**src/inc/lrf_regs.vh**
```
// register map, field positions, reset values and timing counts of the
// rotation and firing controller; included by bare name, definitions only
`ifndef LRF_REGS_VH
`define LRF_REGS_VH

// apb byte offsets
`define LRF_ADDR_CTRL       8'h00
`define LRF_ADDR_RET_MODE   8'h04
`define LRF_ADDR_SYNC_ANGLE 8'h08
`define LRF_ADDR_STATUS     8'h0C
`define LRF_ADDR_PHASE_ERR  8'h10

// control register fields
`define LRF_CTRL_SPIN       0
`define LRF_CTRL_TRIG_TIME  1
`define LRF_CTRL_FILTER     2
`define LRF_CTRL_NONLIN     3
`define LRF_CTRL_STANDBY    4
`define LRF_CTRL_SRC_PTP    5
`define LRF_CTRL_LOCK_EN    6
`define LRF_CTRL_RESET      7'h00

// return mode codes
`define LRF_RET_LAST        3'h0
`define LRF_RET_STRONG      3'h1
`define LRF_RET_FIRST       3'h2
`define LRF_RET_LAST_STRONG 3'h3
`define LRF_RET_LAST_FIRST  3'h4
`define LRF_RET_FIRST_STRONG 3'h5
`define LRF_RET_RESET       3'h3

// azimuth in encoder ticks of 0.09 degree, 4000 per turn
`define LRF_AZ_TICKS        13'h0FA0
`define LRF_AZ_HALF         13'h07D0
`define LRF_SYNC_RESET      12'h000
`define LRF_LOCK_TOL        13'h0004

// spin rates reported in rpm
`define LRF_RPM_LOW         11'h258
`define LRF_RPM_HIGH        11'h4B0

// firing steps in encoder ticks: 0.18 deg at 10 Hz, 0.36 deg at 20 Hz
`define LRF_STEP_10HZ       3'h2
`define LRF_STEP_20HZ       3'h4

// timing
`define LRF_CLK_PERIOD_NS   100
`define LRF_FIRE_PERIOD_NS  50000
`define LRF_FIRE_CYC        (`LRF_FIRE_PERIOD_NS / `LRF_CLK_PERIOD_NS)
`define LRF_SEC_CYC         10000000

`endif

```
**src/hdl/lrf_sync.v**
```verilog
// two flip-flop synchroniser for a bundle of asynchronous levels
// assumes each bit is a slow level or a pulse of several clock periods
`timescale 1ns/1ps
module lrf_sync
#(
	parameter WIDTH = 7
)
(
	// clock and reset
	input  wire             clk_in,
	input  wire             rstn_in,
	// asynchronous levels and their synchronised copies
	input  wire [WIDTH-1:0] async_in,
	output reg  [WIDTH-1:0] sync_out
);

	reg [WIDTH-1:0] meta; // first stage, read only by the second

	// two stages, cleared under reset
	always @(posedge clk_in or negedge rstn_in)
	begin
		if (!rstn_in)
		begin
			meta     <= {WIDTH{1'b0}};
			sync_out <= {WIDTH{1'b0}};
		end
		else
		begin
			meta     <= async_in;
			sync_out <= meta;
		end
	end

endmodule

```
**src/hdl/lrf_top.v**
```verilog
// rotor spin, phase lock, laser firing scheduler and point post-processing
// assumes an apb master on REF_CLK_IN, encoder and timing pins asynchronous,
// point stream from same-clock logic
`timescale 1ns/1ps
`include "lrf_regs.vh"

module lrf_top
#(
	parameter SEC_CYCLES = `LRF_SEC_CYC
)
(
	// clock and reset
	input  wire        REF_CLK_IN,
	input  wire        RSTN_IN,
	// apb slave
	input  wire        PSEL_IN,
	input  wire        PENABLE_IN,
	input  wire        PWRITE_IN,
	input  wire [7:0]  PADDR_IN,
	input  wire [31:0] PWDATA_IN,
	output reg  [31:0] PRDATA_OUT,
	output reg         PREADY_OUT,
	output reg         PSLVERR_OUT,
	// timing pins
	input  wire        PPS_IN,
	input  wire        GPS_LOCK_IN,
	input  wire        PTP_SEC_IN,
	input  wire        PTP_LOCK_IN,
	// rotor encoder and motor driver
	input  wire        ENC_TICK_IN,
	input  wire        ENC_INDEX_IN,
	input  wire        MOTOR_AT_SPEED_IN,
	output reg         MOTOR_EN_OUT,
	output reg         MOTOR_FAST_OUT,
	output reg  [12:0] MOTOR_PHASE_ERR_OUT,
	output reg         MOTOR_PHASE_STB_OUT,
	// laser trigger
	output reg         FIRE_OUT,
	// point stream in
	input  wire        PT_VALID_IN,
	input  wire [15:0] PT_DIST_IN,
	input  wire [7:0]  PT_REFL_IN,
	input  wire        PT_MIXED_IN,
	// point stream out
	output reg         PT_VALID_OUT,
	output reg  [15:0] PT_DIST_OUT,
	output reg  [7:0]  PT_REFL_OUT,
	output reg  [2:0]  PT_MODE_OUT
);

	// run states
	localparam ST_STOP  = 2'h0; // standby, motor off
	localparam ST_SPIN  = 2'h1; // motor on, waiting for speed
	localparam ST_RUN   = 2'h2; // at speed, firing

	// last counts, cut to their counter widths on purpose
	localparam integer FIRE_LAST_I = `LRF_FIRE_CYC - 1;
	localparam integer SEC_LAST_I  = SEC_CYCLES - 1;
	localparam [8:0]   FIRE_LAST   = FIRE_LAST_I[8:0];
	localparam [23:0]  SEC_LAST    = SEC_LAST_I[23:0];

	// piecewise curve, steep at low reflectivity
	function [7:0] refl_curve;
		input [7:0] x;
		begin
			if (x < 8'h20)
				refl_curve = {x[5:0], 2'h0};
			else if (x < 8'h60)
				refl_curve = 8'h80 + (x - 8'h20);
			else
				refl_curve = 8'hC0 + ((x - 8'h60) >> 2);
		end
	endfunction

	// firing step in encoder ticks for a spin setting
	function [2:0] fire_step;
		input fast;
		begin
			fire_step = fast ? `LRF_STEP_20HZ : `LRF_STEP_10HZ;
		end
	endfunction

	// synchronised pins
	wire [6:0] pins_sync;
	wire       pps_s     = pins_sync[0];
	wire       gps_lock  = pins_sync[1];
	wire       ptp_sec_s = pins_sync[2];
	wire       ptp_lock  = pins_sync[3];
	wire       tick_s    = pins_sync[4];
	wire       index_s   = pins_sync[5];
	wire       at_speed  = pins_sync[6];

	lrf_sync #(.WIDTH(7)) u_sync
	(
		.clk_in   (REF_CLK_IN),
		.rstn_in  (RSTN_IN),
		.async_in ({MOTOR_AT_SPEED_IN, ENC_INDEX_IN, ENC_TICK_IN,
		            PTP_LOCK_IN, PTP_SEC_IN, GPS_LOCK_IN, PPS_IN}),
		.sync_out (pins_sync)
	);

	// registers
	reg [6:0]  ctrl;        // control bits
	reg [2:0]  ret_mode;    // return mode code
	reg [11:0] sync_angle;  // lock azimuth, 0.09 degree units
	reg [1:0]  state;       // run state
	reg        phase_lock;  // phase within tolerance
	reg [1:0]  sec_src;     // 0 internal, 1 gps, 2 ptp
	reg [12:0] azimuth;     // encoder position
	reg [12:0] phase_err;   // last measured error
	reg [2:0]  step_cnt;    // ticks since last angle fire
	reg [8:0]  fire_cnt;    // time-based period counter
	reg [23:0] sec_cnt;     // internal 1 Hz divider
	reg        int_tick;    // internal 1 Hz level
	reg        pps_d;       // edge detect copies
	reg        ptp_d;
	reg        tick_d;
	reg        index_d;
	reg        int_d;

	wire apb_wr = PSEL_IN & PENABLE_IN & PREADY_OUT & PWRITE_IN;
	wire spin_fast = ctrl[`LRF_CTRL_SPIN];

	// edges
	wire pps_rise  = pps_s & ~pps_d;
	wire ptp_rise  = ptp_sec_s & ~ptp_d;
	wire tick_rise = tick_s & ~tick_d;
	wire idx_rise  = index_s & ~index_d;
	wire int_rise  = int_tick & ~int_d;

	// full-second source: selected clock if locked, else internal tick
	reg       full_sec;
	reg [1:0] next_src;
	always @*
	begin
		if (!ctrl[`LRF_CTRL_SRC_PTP] && gps_lock)
		begin
			full_sec = pps_rise;
			next_src = 2'h1;
		end
		else if (ctrl[`LRF_CTRL_SRC_PTP] && ptp_lock)
		begin
			full_sec = ptp_rise;
			next_src = 2'h2;
		end
		else
		begin
			full_sec = int_rise;
			next_src = 2'h0;
		end
	end

	// wrapped phase error, azimuth minus target
	reg [12:0] next_err;
	always @*
	begin
		next_err = azimuth - {1'b0, sync_angle};
		if (!next_err[12] && next_err >= `LRF_AZ_HALF)
			next_err = next_err - `LRF_AZ_TICKS;
		else if (next_err[12] && (13'h0 - next_err) > `LRF_AZ_HALF)
			next_err = next_err + `LRF_AZ_TICKS;
	end

	wire [12:0] err_abs = next_err[12] ? (13'h0 - next_err) : next_err;

	// apb register writes
	always @(posedge REF_CLK_IN or negedge RSTN_IN)
	begin
		if (!RSTN_IN)
		begin
			ctrl       <= `LRF_CTRL_RESET;
			ret_mode   <= `LRF_RET_RESET;
			sync_angle <= `LRF_SYNC_RESET;
		end
		else if (apb_wr)
		begin
			case (PADDR_IN)
				`LRF_ADDR_CTRL:
					ctrl <= PWDATA_IN[6:0];
				`LRF_ADDR_RET_MODE:
					// codes above five are ignored
					if (PWDATA_IN[2:0] <= `LRF_RET_FIRST_STRONG)
						ret_mode <= PWDATA_IN[2:0];
				`LRF_ADDR_SYNC_ANGLE:
					// only angles below a full turn are taken
					if (PWDATA_IN[12:0] < `LRF_AZ_TICKS)
						sync_angle <= PWDATA_IN[11:0];
				default:
					ctrl <= ctrl;
			endcase
		end
	end

	// apb answer, ready in the first access cycle
	always @(posedge REF_CLK_IN or negedge RSTN_IN)
	begin
		if (!RSTN_IN)
		begin
			PRDATA_OUT  <= 32'h0;
			PREADY_OUT  <= 1'b0;
			PSLVERR_OUT <= 1'b0;
		end
		else
		begin
			PREADY_OUT  <= PSEL_IN & ~PENABLE_IN;
			PSLVERR_OUT <= 1'b0;
			PRDATA_OUT  <= 32'h0;
			if (PSEL_IN && !PENABLE_IN)
			begin
				case (PADDR_IN)
					`LRF_ADDR_CTRL:
						PRDATA_OUT <= {25'h0, ctrl};
					`LRF_ADDR_RET_MODE:
						PRDATA_OUT <= {29'h0, ret_mode};
					`LRF_ADDR_SYNC_ANGLE:
						PRDATA_OUT <= {20'h0, sync_angle};
					`LRF_ADDR_STATUS:
						// rpm, run state, lock and source
						PRDATA_OUT <= {11'h0, sec_src, phase_lock, state,
						               5'h0, spin_fast ? `LRF_RPM_HIGH
						                               : `LRF_RPM_LOW};
					`LRF_ADDR_PHASE_ERR:
						PRDATA_OUT <= {19'h0, phase_err};
					default:
						// unmapped: error answer
						PSLVERR_OUT <= 1'b1;
				endcase
			end
		end
	end

	// edge copies, internal second divider, azimuth counter
	always @(posedge REF_CLK_IN or negedge RSTN_IN)
	begin
		if (!RSTN_IN)
		begin
			pps_d    <= 1'b0;
			ptp_d    <= 1'b0;
			tick_d   <= 1'b0;
			index_d  <= 1'b0;
			int_d    <= 1'b0;
			int_tick <= 1'b0;
			sec_cnt  <= 24'h0;
			azimuth  <= 13'h0;
			sec_src  <= 2'h0;
		end
		else
		begin
			pps_d   <= pps_s;
			ptp_d   <= ptp_sec_s;
			tick_d  <= tick_s;
			index_d <= index_s;
			int_d   <= int_tick;
			sec_src <= next_src;
			// 1 Hz square wave, rising at each counter wrap
			if (sec_cnt == SEC_LAST)
			begin
				sec_cnt  <= 24'h0;
				int_tick <= 1'b1;
			end
			else
			begin
				sec_cnt <= sec_cnt + 24'h1;
				if (sec_cnt == {1'b0, SEC_LAST[23:1]})
					int_tick <= 1'b0;
			end
			// index zeroes the azimuth
			if (idx_rise)
				azimuth <= 13'h0;
			else if (tick_rise)
				azimuth <= (azimuth == `LRF_AZ_TICKS - 13'h1) ? 13'h0
				                                             : azimuth + 13'h1;
		end
	end

	// run state, motor drive and phase lock
	always @(posedge REF_CLK_IN or negedge RSTN_IN)
	begin
		if (!RSTN_IN)
		begin
			state               <= ST_STOP;
			MOTOR_EN_OUT        <= 1'b0;
			MOTOR_FAST_OUT      <= 1'b0;
			phase_lock          <= 1'b0;
			phase_err           <= 13'h0;
			MOTOR_PHASE_ERR_OUT <= 13'h0;
			MOTOR_PHASE_STB_OUT <= 1'b0;
		end
		else
		begin
			MOTOR_FAST_OUT      <= spin_fast;
			MOTOR_PHASE_STB_OUT <= 1'b0;
			case (state)
				ST_STOP:
				begin
					MOTOR_EN_OUT <= 1'b0;
					phase_lock   <= 1'b0;
					if (!ctrl[`LRF_CTRL_STANDBY])
						state <= ST_SPIN;
				end
				ST_SPIN:
				begin
					MOTOR_EN_OUT <= 1'b1;
					phase_lock   <= 1'b0;
					if (ctrl[`LRF_CTRL_STANDBY])
						state <= ST_STOP;
					else if (at_speed)
						state <= ST_RUN;
				end
				ST_RUN:
				begin
					MOTOR_EN_OUT <= 1'b1;
					if (ctrl[`LRF_CTRL_STANDBY])
						state <= ST_STOP;
					else if (!at_speed)
						state <= ST_SPIN;
					else if (full_sec && ctrl[`LRF_CTRL_LOCK_EN])
					begin
						// sample error at each second, hand to driver
						phase_err           <= next_err;
						MOTOR_PHASE_ERR_OUT <= next_err;
						MOTOR_PHASE_STB_OUT <= 1'b1;
						phase_lock <= (err_abs <= `LRF_LOCK_TOL);
					end
					else if (!ctrl[`LRF_CTRL_LOCK_EN])
						phase_lock <= 1'b0;
				end
				default:
					state <= ST_STOP;
			endcase
		end
	end

	// laser firing, angle or time based, only while running
	always @(posedge REF_CLK_IN or negedge RSTN_IN)
	begin
		if (!RSTN_IN)
		begin
			FIRE_OUT <= 1'b0;
			step_cnt <= 3'h0;
			fire_cnt <= 9'h0;
		end
		else if (state != ST_RUN)
		begin
			FIRE_OUT <= 1'b0;
			step_cnt <= 3'h0;
			fire_cnt <= 9'h0;
		end
		else if (ctrl[`LRF_CTRL_TRIG_TIME])
		begin
			step_cnt <= 3'h0;
			FIRE_OUT <= (fire_cnt == FIRE_LAST);
			fire_cnt <= (fire_cnt == FIRE_LAST) ? 9'h0 : fire_cnt + 9'h1;
		end
		else
		begin
			fire_cnt <= 9'h0;
			FIRE_OUT <= 1'b0;
			if (tick_rise)
			begin
				if (step_cnt >= fire_step(spin_fast) - 3'h1)
				begin
					FIRE_OUT <= 1'b1;
					step_cnt <= 3'h0;
				end
				else
					step_cnt <= step_cnt + 3'h1;
			end
		end
	end

	// point post-processing, one cycle latency
	always @(posedge REF_CLK_IN or negedge RSTN_IN)
	begin
		if (!RSTN_IN)
		begin
			PT_VALID_OUT <= 1'b0;
			PT_DIST_OUT  <= 16'h0;
			PT_REFL_OUT  <= 8'h0;
			PT_MODE_OUT  <= `LRF_RET_RESET;
		end
		else
		begin
			PT_VALID_OUT <= PT_VALID_IN & ~(ctrl[`LRF_CTRL_FILTER] & PT_MIXED_IN);
			PT_MODE_OUT  <= ret_mode;
			if (PT_VALID_IN)
			begin
				PT_DIST_OUT <= PT_DIST_IN;
				PT_REFL_OUT <= ctrl[`LRF_CTRL_NONLIN] ? refl_curve(PT_REFL_IN)
				                                      : PT_REFL_IN;
			end
		end
	end

endmodule

```
**config.mk**
```make
export PLATFORM = sky130hd
export DESIGN_NAME = lrf_top
export DESIGN_NICKNAME = d
export VERILOG_FILES = /design/src/hdl/lrf_sync.v /design/src/hdl/lrf_top.v
export VERILOG_INCLUDE_DIRS = /design/src /design/src/inc
export SDC_FILE = /design/constraint.sdc
export NUM_CORES = 1
export LEC_CHECK = 0
export BUFFER_PORTS_ARGS = -buffer_cell sky130_fd_sc_hd__buf_2
export CAP_MARGIN = 15
export CORE_MARGIN = 2
export CORE_UTILIZATION = 44
export CTS_BUF_LIST = sky130_fd_sc_hd__clkbuf_8
export DETAILED_ROUTE_END_ITERATION = 12
export HOLD_SLACK_MARGIN = 0.03
export PLACE_DENSITY = 0.66
export SYNTH_ARGS = -nofsm -noshare
export SYNTH_HDL_FRONTEND = slang
export SYNTH_SLANG_ARGS = --single-unit
```
**constraint.sdc**
```tcl
create_clock -name REF_CLK_IN -period 11.9 [get_ports REF_CLK_IN]
set_input_delay 1.19 -clock REF_CLK_IN [delete_from_list [all_inputs] [get_ports REF_CLK_IN]]
set_output_delay 1.19 -clock REF_CLK_IN [all_outputs]
set_load 0.05 [all_outputs]
```
Word level (Yosys, flattened, before mapping)
Index checks and enable logic that the tools add are counted.
{"block": "op_classes", "add_sub_neg": 14, "magnitude_cmp": 8, "eq_ne": 17, "muxes": 49, "bitwise_logic": 19, "n_reduce_logical": 25}
{"operator": "21-bit case mux with 5 select lines", "count": 1}
{"operator": "13-bit 2-to-1 mux", "count": 6}
{"operator": "9-bit 2-to-1 mux", "count": 3}
{"operator": "1-bit by 13-bit subtractor with 13-bit output (first input constant)", "count": 2}
{"operator": "24-bit by 1-bit adder with 24-bit output (second input constant)", "count": 1}
{"operator": "24-bit by 23-bit == test with 1-bit output (second input constant)", "count": 1}
{"operator": "24-bit == test (second input constant)", "count": 1}
{"operator": "24-bit 2-to-1 mux", "count": 1}
{"operator": "8-bit 2-to-1 mux", "count": 3}
{"operator": "21-bit 2-to-1 mux", "count": 1}
{"operator": "1-bit 2-to-1 mux", "count": 18}
{"operator": "8-bit by 4-bit == test with 1-bit output (second input constant)", "count": 2}
{"operator": "3-bit 2-to-1 mux", "count": 5}
{"operator": "2-bit 2-to-1 mux", "count": 7}
{"operator": "13-bit by 1-bit adder with 13-bit output (second input constant)", "count": 1}
{"operator": "13-bit by 12-bit adder with 13-bit output (second input constant)", "count": 1}
{"operator": "13-bit by 12-bit == test with 1-bit output (second input constant)", "count": 1}
{"operator": "13-bit by 11-bit >= comparator with 1-bit output (second input constant)", "count": 1}
{"operator": "13-bit by 11-bit > comparator with 1-bit output (second input constant)", "count": 1}
{"operator": "13-bit by 3-bit <= comparator with 1-bit output (second input constant)", "count": 1}
{"operator": "13-bit by 12-bit < comparator with 1-bit output (second input constant)", "count": 1}
{"operator": "13-bit by 12-bit subtractor with 13-bit output", "count": 1}
{"operator": "13-bit by 12-bit subtractor with 13-bit output (second input constant)", "count": 1}
{"operator": "1-bit bitwise AND", "count": 11}
{"operator": "35 further kinds", "count": 60}
{"block": "word_totals", "register_bits": 175, "in_bits": 78, "output_inout_bits": 79, "wordCells": 162}

Depth between registers and ports, before layout
{"block": "logic_depth", "depth_word": 13, "ltp_mapped": 19, "mapped_depth_nobuf": 19}

Hierarchy
A second synthesis with hierarchy kept.
{"block": "unflattened", "hier_cells": 846, "hier_area_um2": 8592.0}
{"mod": "lrf_top", "n_inst": 1, "cells_each": 832, "area_per_inst_um2": 8241.7, "seq_area_each_um2": 3683.5}
{"mod": "lrf_sync", "n_inst": 1, "cells_each": 14, "area_per_inst_um2": 350.3, "seq_area_each_um2": 350.3}

Worst setup path after synthesis
Ideal clock, no wire load.
{"block": "synth_path", "kind": "register -> register", "start": "register azimuth[0]", "end": "register phase_lock", "setup_ps": 104, "t_arrival_ps": 3954, "required_ps": 11796, "path_slack_ps": 7843, "path_stages_with_launch": 20, "path_buffers": 0, "period_less_slack_ps": 4057, "path_cell_list": "dfrtp_1 -> inv_1 -> ha_1 -> fa_1 -> and2b_1 -> o211ai_2 -> a21oi_4 -> xor2_2 -> inv_2 -> ha_1 -> and3_1 -> nand3_1 -> or4_4 -> o211ai_2 -> o41ai_1 -> xnor2_1 -> nor3_1 -> o311a_1 -> mux2i_1 -> o41ai_2"}
{"block": "synth_via", "elab_chain_len": 13, "word_cells_on_any_way": 18, "classes_between": "add/sub (5); order compare (3); mux (7); reduce/logical (3)"}
{"element": "start, declared", "line_no": "lrf_top.v:109", "text": "reg [12:0] azimuth;"}
{"element": "start signal, assigned", "line_no": "lrf_top.v:271", "text": "azimuth <= (azimuth == `LRF_AZ_TICKS - 13'h1) ? 13'h0"}
{"element": "13-bit by 12-bit subtractor with 13-bit output *", "line_no": "lrf_top.v:157", "text": "next_err = azimuth - {1'b0, sync_angle};"}
{"element": "1-bit by 13-bit subtractor with 13-bit output", "line_no": "lrf_top.v:160", "text": "else if (next_err[12] && (13'h0 - next_err) > `LRF_AZ_HALF)"}
{"element": "13-bit by 11-bit > comparator with 1-bit output (no source line)"}
{"element": "1-bit logical AND (no source line)"}
{"element": "13-bit 2-to-1 mux", "line_no": "lrf_top.v:160"}
{"element": "13-bit 2-to-1 mux *", "line_no": "lrf_top.v:158", "text": "if (!next_err[12] && next_err >= `LRF_AZ_HALF)"}
{"element": "1-bit by 13-bit subtractor with 13-bit output", "line_no": "lrf_top.v:164", "text": "wire [12:0] err_abs = next_err[12] ? (13'h0 - next_err) : next_err;"}
{"element": "13-bit 2-to-1 mux *", "line_no": "lrf_top.v:164"}
{"element": "13-bit by 3-bit <= comparator with 1-bit output (no source line) *"}
{"element": "1-bit 2-to-1 mux *", "line_no": "lrf_top.v:317", "text": "else if (full_sec && ctrl[`LRF_CTRL_LOCK_EN])"}
{"element": "1-bit 2-to-1 mux *", "line_no": "lrf_top.v:315", "text": "else if (!at_speed)"}
{"element": "1-bit 2-to-1 mux *", "line_no": "lrf_top.v:313", "text": "if (ctrl[`LRF_CTRL_STANDBY])"}
{"element": "1-bit case mux with 2 select lines *", "line_no": "lrf_top.v:293", "text": "case (state)"}
{"element": "end signal, assigned", "line_no": "lrf_top.v:323", "text": "phase_lock <= (err_abs <= `LRF_LOCK_TOL);"}
{"element": "end, declared", "line_no": "lrf_top.v:107", "text": "reg phase_lock;"}
Every way passes the cells marked *; elsewhere a longest branch is shown, timed or not. The select of a mux whose other input is x is not followed.
A chain may end at the register's enable or synchronous reset.

Worst setup path after layout
Ends and elaborated chain as after synthesis.

==> run_results.csv <==
group,metric,value,unit
worst_setup_path,slowest_stage,"o41ai_1",
global_route,grt_pass1_wl,29700,microns
routing,initialDrtViolationCount,485,
clock_network,cts_sinks,161,
routing,wl,18200,microns
clock_network,clk_pin_slew,90,ps
die,die_y,141,microns
clock_network,post_cts_resized,0,
power,peakVddDrop,0.0000715,V
logic_synthesis,synth_ff_type,"dfrtp_1",
routing,vias,6349,
timing,slew_headroom,0.300,
timing,fmax,0.211,GHz
logic_synthesis,yosysWarningCount,0,
timing,worst_pin_slew,1020,ps
power,power.density,155,nW/um^2
logic_synthesis,synth_top_area_share,0.473,
worst_setup_path,cp.required,12240,ps
logic_synthesis,yosysSeqAreaShare,0.486,
clock_network,cts_tree,"yes",
global_route,grt_max_degree,97,
power,finalPower,1.47,mW
die,row_count,50,
run,maxCapViolations,0,
global_route,track_usage,0.185,
clock_network,htreeDepth,4,
worst_setup_path,path_class,"reg2reg",
timing,setup_ws,7150,ps
clock_network,cts_made_buffers,17,
worst_setup_path,arrival,5080,ps
logic_synthesis,synth.area.top_cells,"dfrtp_1, mux2_2, ha_1",
routing,wire_per_inst,15.5,microns
placed_design,numPortBuffers,123,
placed_design,pre_cts_ws,7160,ps
die,fp.dieArea,20000,sq um
timing,rsz0062_at_grt,"no",
clock_network,cts_setup_buffers,0,
global_route,grt-ovfl-total,0,
routing,via_per_inst,5.42,
hold_path,hold_class,"reg2reg",
die,start_util,0.447,
clock_network,cts.path.max_buffers,2,
logic_synthesis,synth_edf_count,0,
placed_design,place_congestion,0.871,
layout,final_cells,1172,
logic_synthesis,yosys_register_bits,161,
placed_design,placedCellCount,1138,
routing,ant_nets,0,
logic_synthesis,yosysMostFrequentCell,"dfrtp_1",
timing,slew_viol_final,0,
worst_setup_path,cp-start-kind,"flip-flop",
die,io_pins,157,
die,die_w,141,microns
timing,fin_setup_tns,0,ps
timing,hold_viol,0,
logic_synthesis,ys_types,84,
layout,final_nets,1031,
layout,synthToLayoutAreaGrowth,14.2,%
logic_synthesis,yosysTopAreaCell,"dfrtp_1",
routing,dr.pass1.iters,7,
global_route,grt_pass1_vias,5841,
worst_setup_path,cp_cell_sequence,"inv_1 > ha_1 > fa_1 > and2b_1 > o211ai_2 > a21oi_4 > xor2_2 > inv_2 > ha_1 > nor2_1 > a31oi_1 > a31oi_1 > o211ai_2 > o41ai_1 > xnor2_1 > nor3_1 > o311a_1 > mux2i_1 > o41ai_2",
logic_synthesis,synth_async_sr_flop_share,1.00,
die,coreArea,18600,sq um
logic_synthesis,synth_commonest_cells,"dfrtp_1, nor2_1, nand2_1",
placed_design,dp_hpwl,13400,microns
clock_network,hold_buffers,0,
power,power_leakage,4.44,nW
timing,fin_worst_skew,14.2,ps
worst_setup_path,path_max_fanout,7,
worst_setup_path,crit_path_end_kind,"flip-flop",
timing,finalCriticalPeriod,4750,ps
layout,diodes,0,
global_route,antenna_found_initial,0,
timing,finalCritPeriodShare,0.399,
timing,finalSetupViolCount,0,
worst_setup_path,cpPeakStageDelay,460,ps
logic_synthesis,postSynthAreaPerCell,10.3,sq um
routing,drc,0,
status,status,"complete, no violations",
logic_synthesis,synth_area,8300,sq um
layout,drive_gt1_frac,0.256,
clock_network,clk_latency,450,ps
logic_synthesis,synthCells,802,
clock_network,ctsRootBufferMaster,"clkbuf_8",
-- path summary, 6_finish.rpt --
| path | from | to | slack (ps) | cells after the start |
|---|---|---|---|---|
| min in group asynchronous | RSTN_IN | PRDATA_OUT[10] | 800 | 1 |
| worst min register to register | u_sync.meta[5] | u_sync.sync_out[5] | 350 | 0 |
| worst max-delay path | azimuth[0] | phase_lock | 7150 | 19 |
| worst min-delay path | u_sync.meta[5] | u_sync.sync_out[5] | 350 | 0 |
| max in group asynchronous | RSTN_IN | azimuth[12] | 9730 | 2 |
| worst max register to register | azimuth[0] | phase_lock | 7150 | 19 |
-- worst max-delay path: cells and delay by family (launching register included) --
kind                       cells  cell delay (ps)
AOI/OAI and AO/OA              8             1950
xor gates and xnor gates       2              540
adders and majority gates      3              840
buffers and inverters          2              180
DFF                            1              430
muxes                          1               90
and+or+nand+nor                3              580
-- registers in the layout (all words and copies together) (netlist names), 2 cells and up --
signal           count
sec_cnt             24
PT_MODE_OUT          3
sec_src              2
ret_mode             3
azimuth             13
ctrl                 7
fire_cnt             9
u_sync.meta          7
PT_DIST_OUT         16
u_sync.sync_out      7
phase_err           13
sync_angle          12
state                2
PRDATA_OUT          18
step_cnt             3
PT_REFL_OUT          8
-- stage by stage --
stage	utilization	cell area, sq um	hold WS (ps)
2_1_floorplan	-	8350	331
3_3_place_gp	0.488	9070	334
3_5_place_dp	0.488	9070	335
4_1_cts	0.509	9470	358
5_1_grt	0.510	9480	363
6_report	0.510	9480	354
-- kinds of logic (layout without fill, tap and decap cells) --
family	after synthesis	after routing	synth area share
AOI/OAI and AO/OA	167	167	0.144
and+or+nand+nor	271	271	0.160
xor gates and xnor gates	45	45	0.0502
muxes	53	53	0.0713
DFF	161	161	0.486
adders and majority gates	28	28	0.0431
other	1	14	0.000452
buffers and inverters	76	199	0.0445
-- placed cells by master (no fill, tap or decap), types with 3 or more instances in the layout --
cell,count
a311o_1,3
nor3_1,15
xor2_1,21
nand2b_1,9
nand4_1,17
a32o_1,3
and2_1,8
dfrtp_1,157
inv_1,38
nand3_1,31
a21oi_1,42
nor2b_1,9
nand2_1,56
ha_1,27
dfstp_2,4
clkinv_4,4
a22oi_1,11
nor2_1,80
or2_2,3
and3_1,7
inv_8,3
o21ai_0,37
or3_1,9
a222oi_1,6
o211ai_1,3
o22ai_1,5
buf_4,4
o31ai_1,8
xnor2_1,21
conb_1,14
nor4_1,7
inv_6,3
buf_2,122
o21a_1,3
nand3b_1,4
mux2i_1,4
a31oi_1,6
clkbuf_8,18
mux2_2,49
-- layout make-up --
type	count	area (sq um)
Multi-Input combinational cell	578	3950
Timing Repair Buffer	128	657
Sequential cell	161	4030
Clock inverter	14	150
Clock buffer	18	248
Fill cell	1731	9100
Inverter	39	146
Tap cell	234	293
-- where the power goes --
group	total, mW	switching [mW]	internal [mW]
clock	0.403	0.224	0.179
sequential	0.583	0.0149	0.568
combinational	0.483	0.317	0.166
-- metal layers --
layer  GRT usage  up-vias  routed length (microns)
met5           0        -                        0
met4      0.0474        0                      150
met3      0.0368       15                     1000
met2       0.285      185                     8260
met1       0.268     3076                     8760
li1            -     3073                        -
No activity file was read; power rests on OpenSTA's default activity.
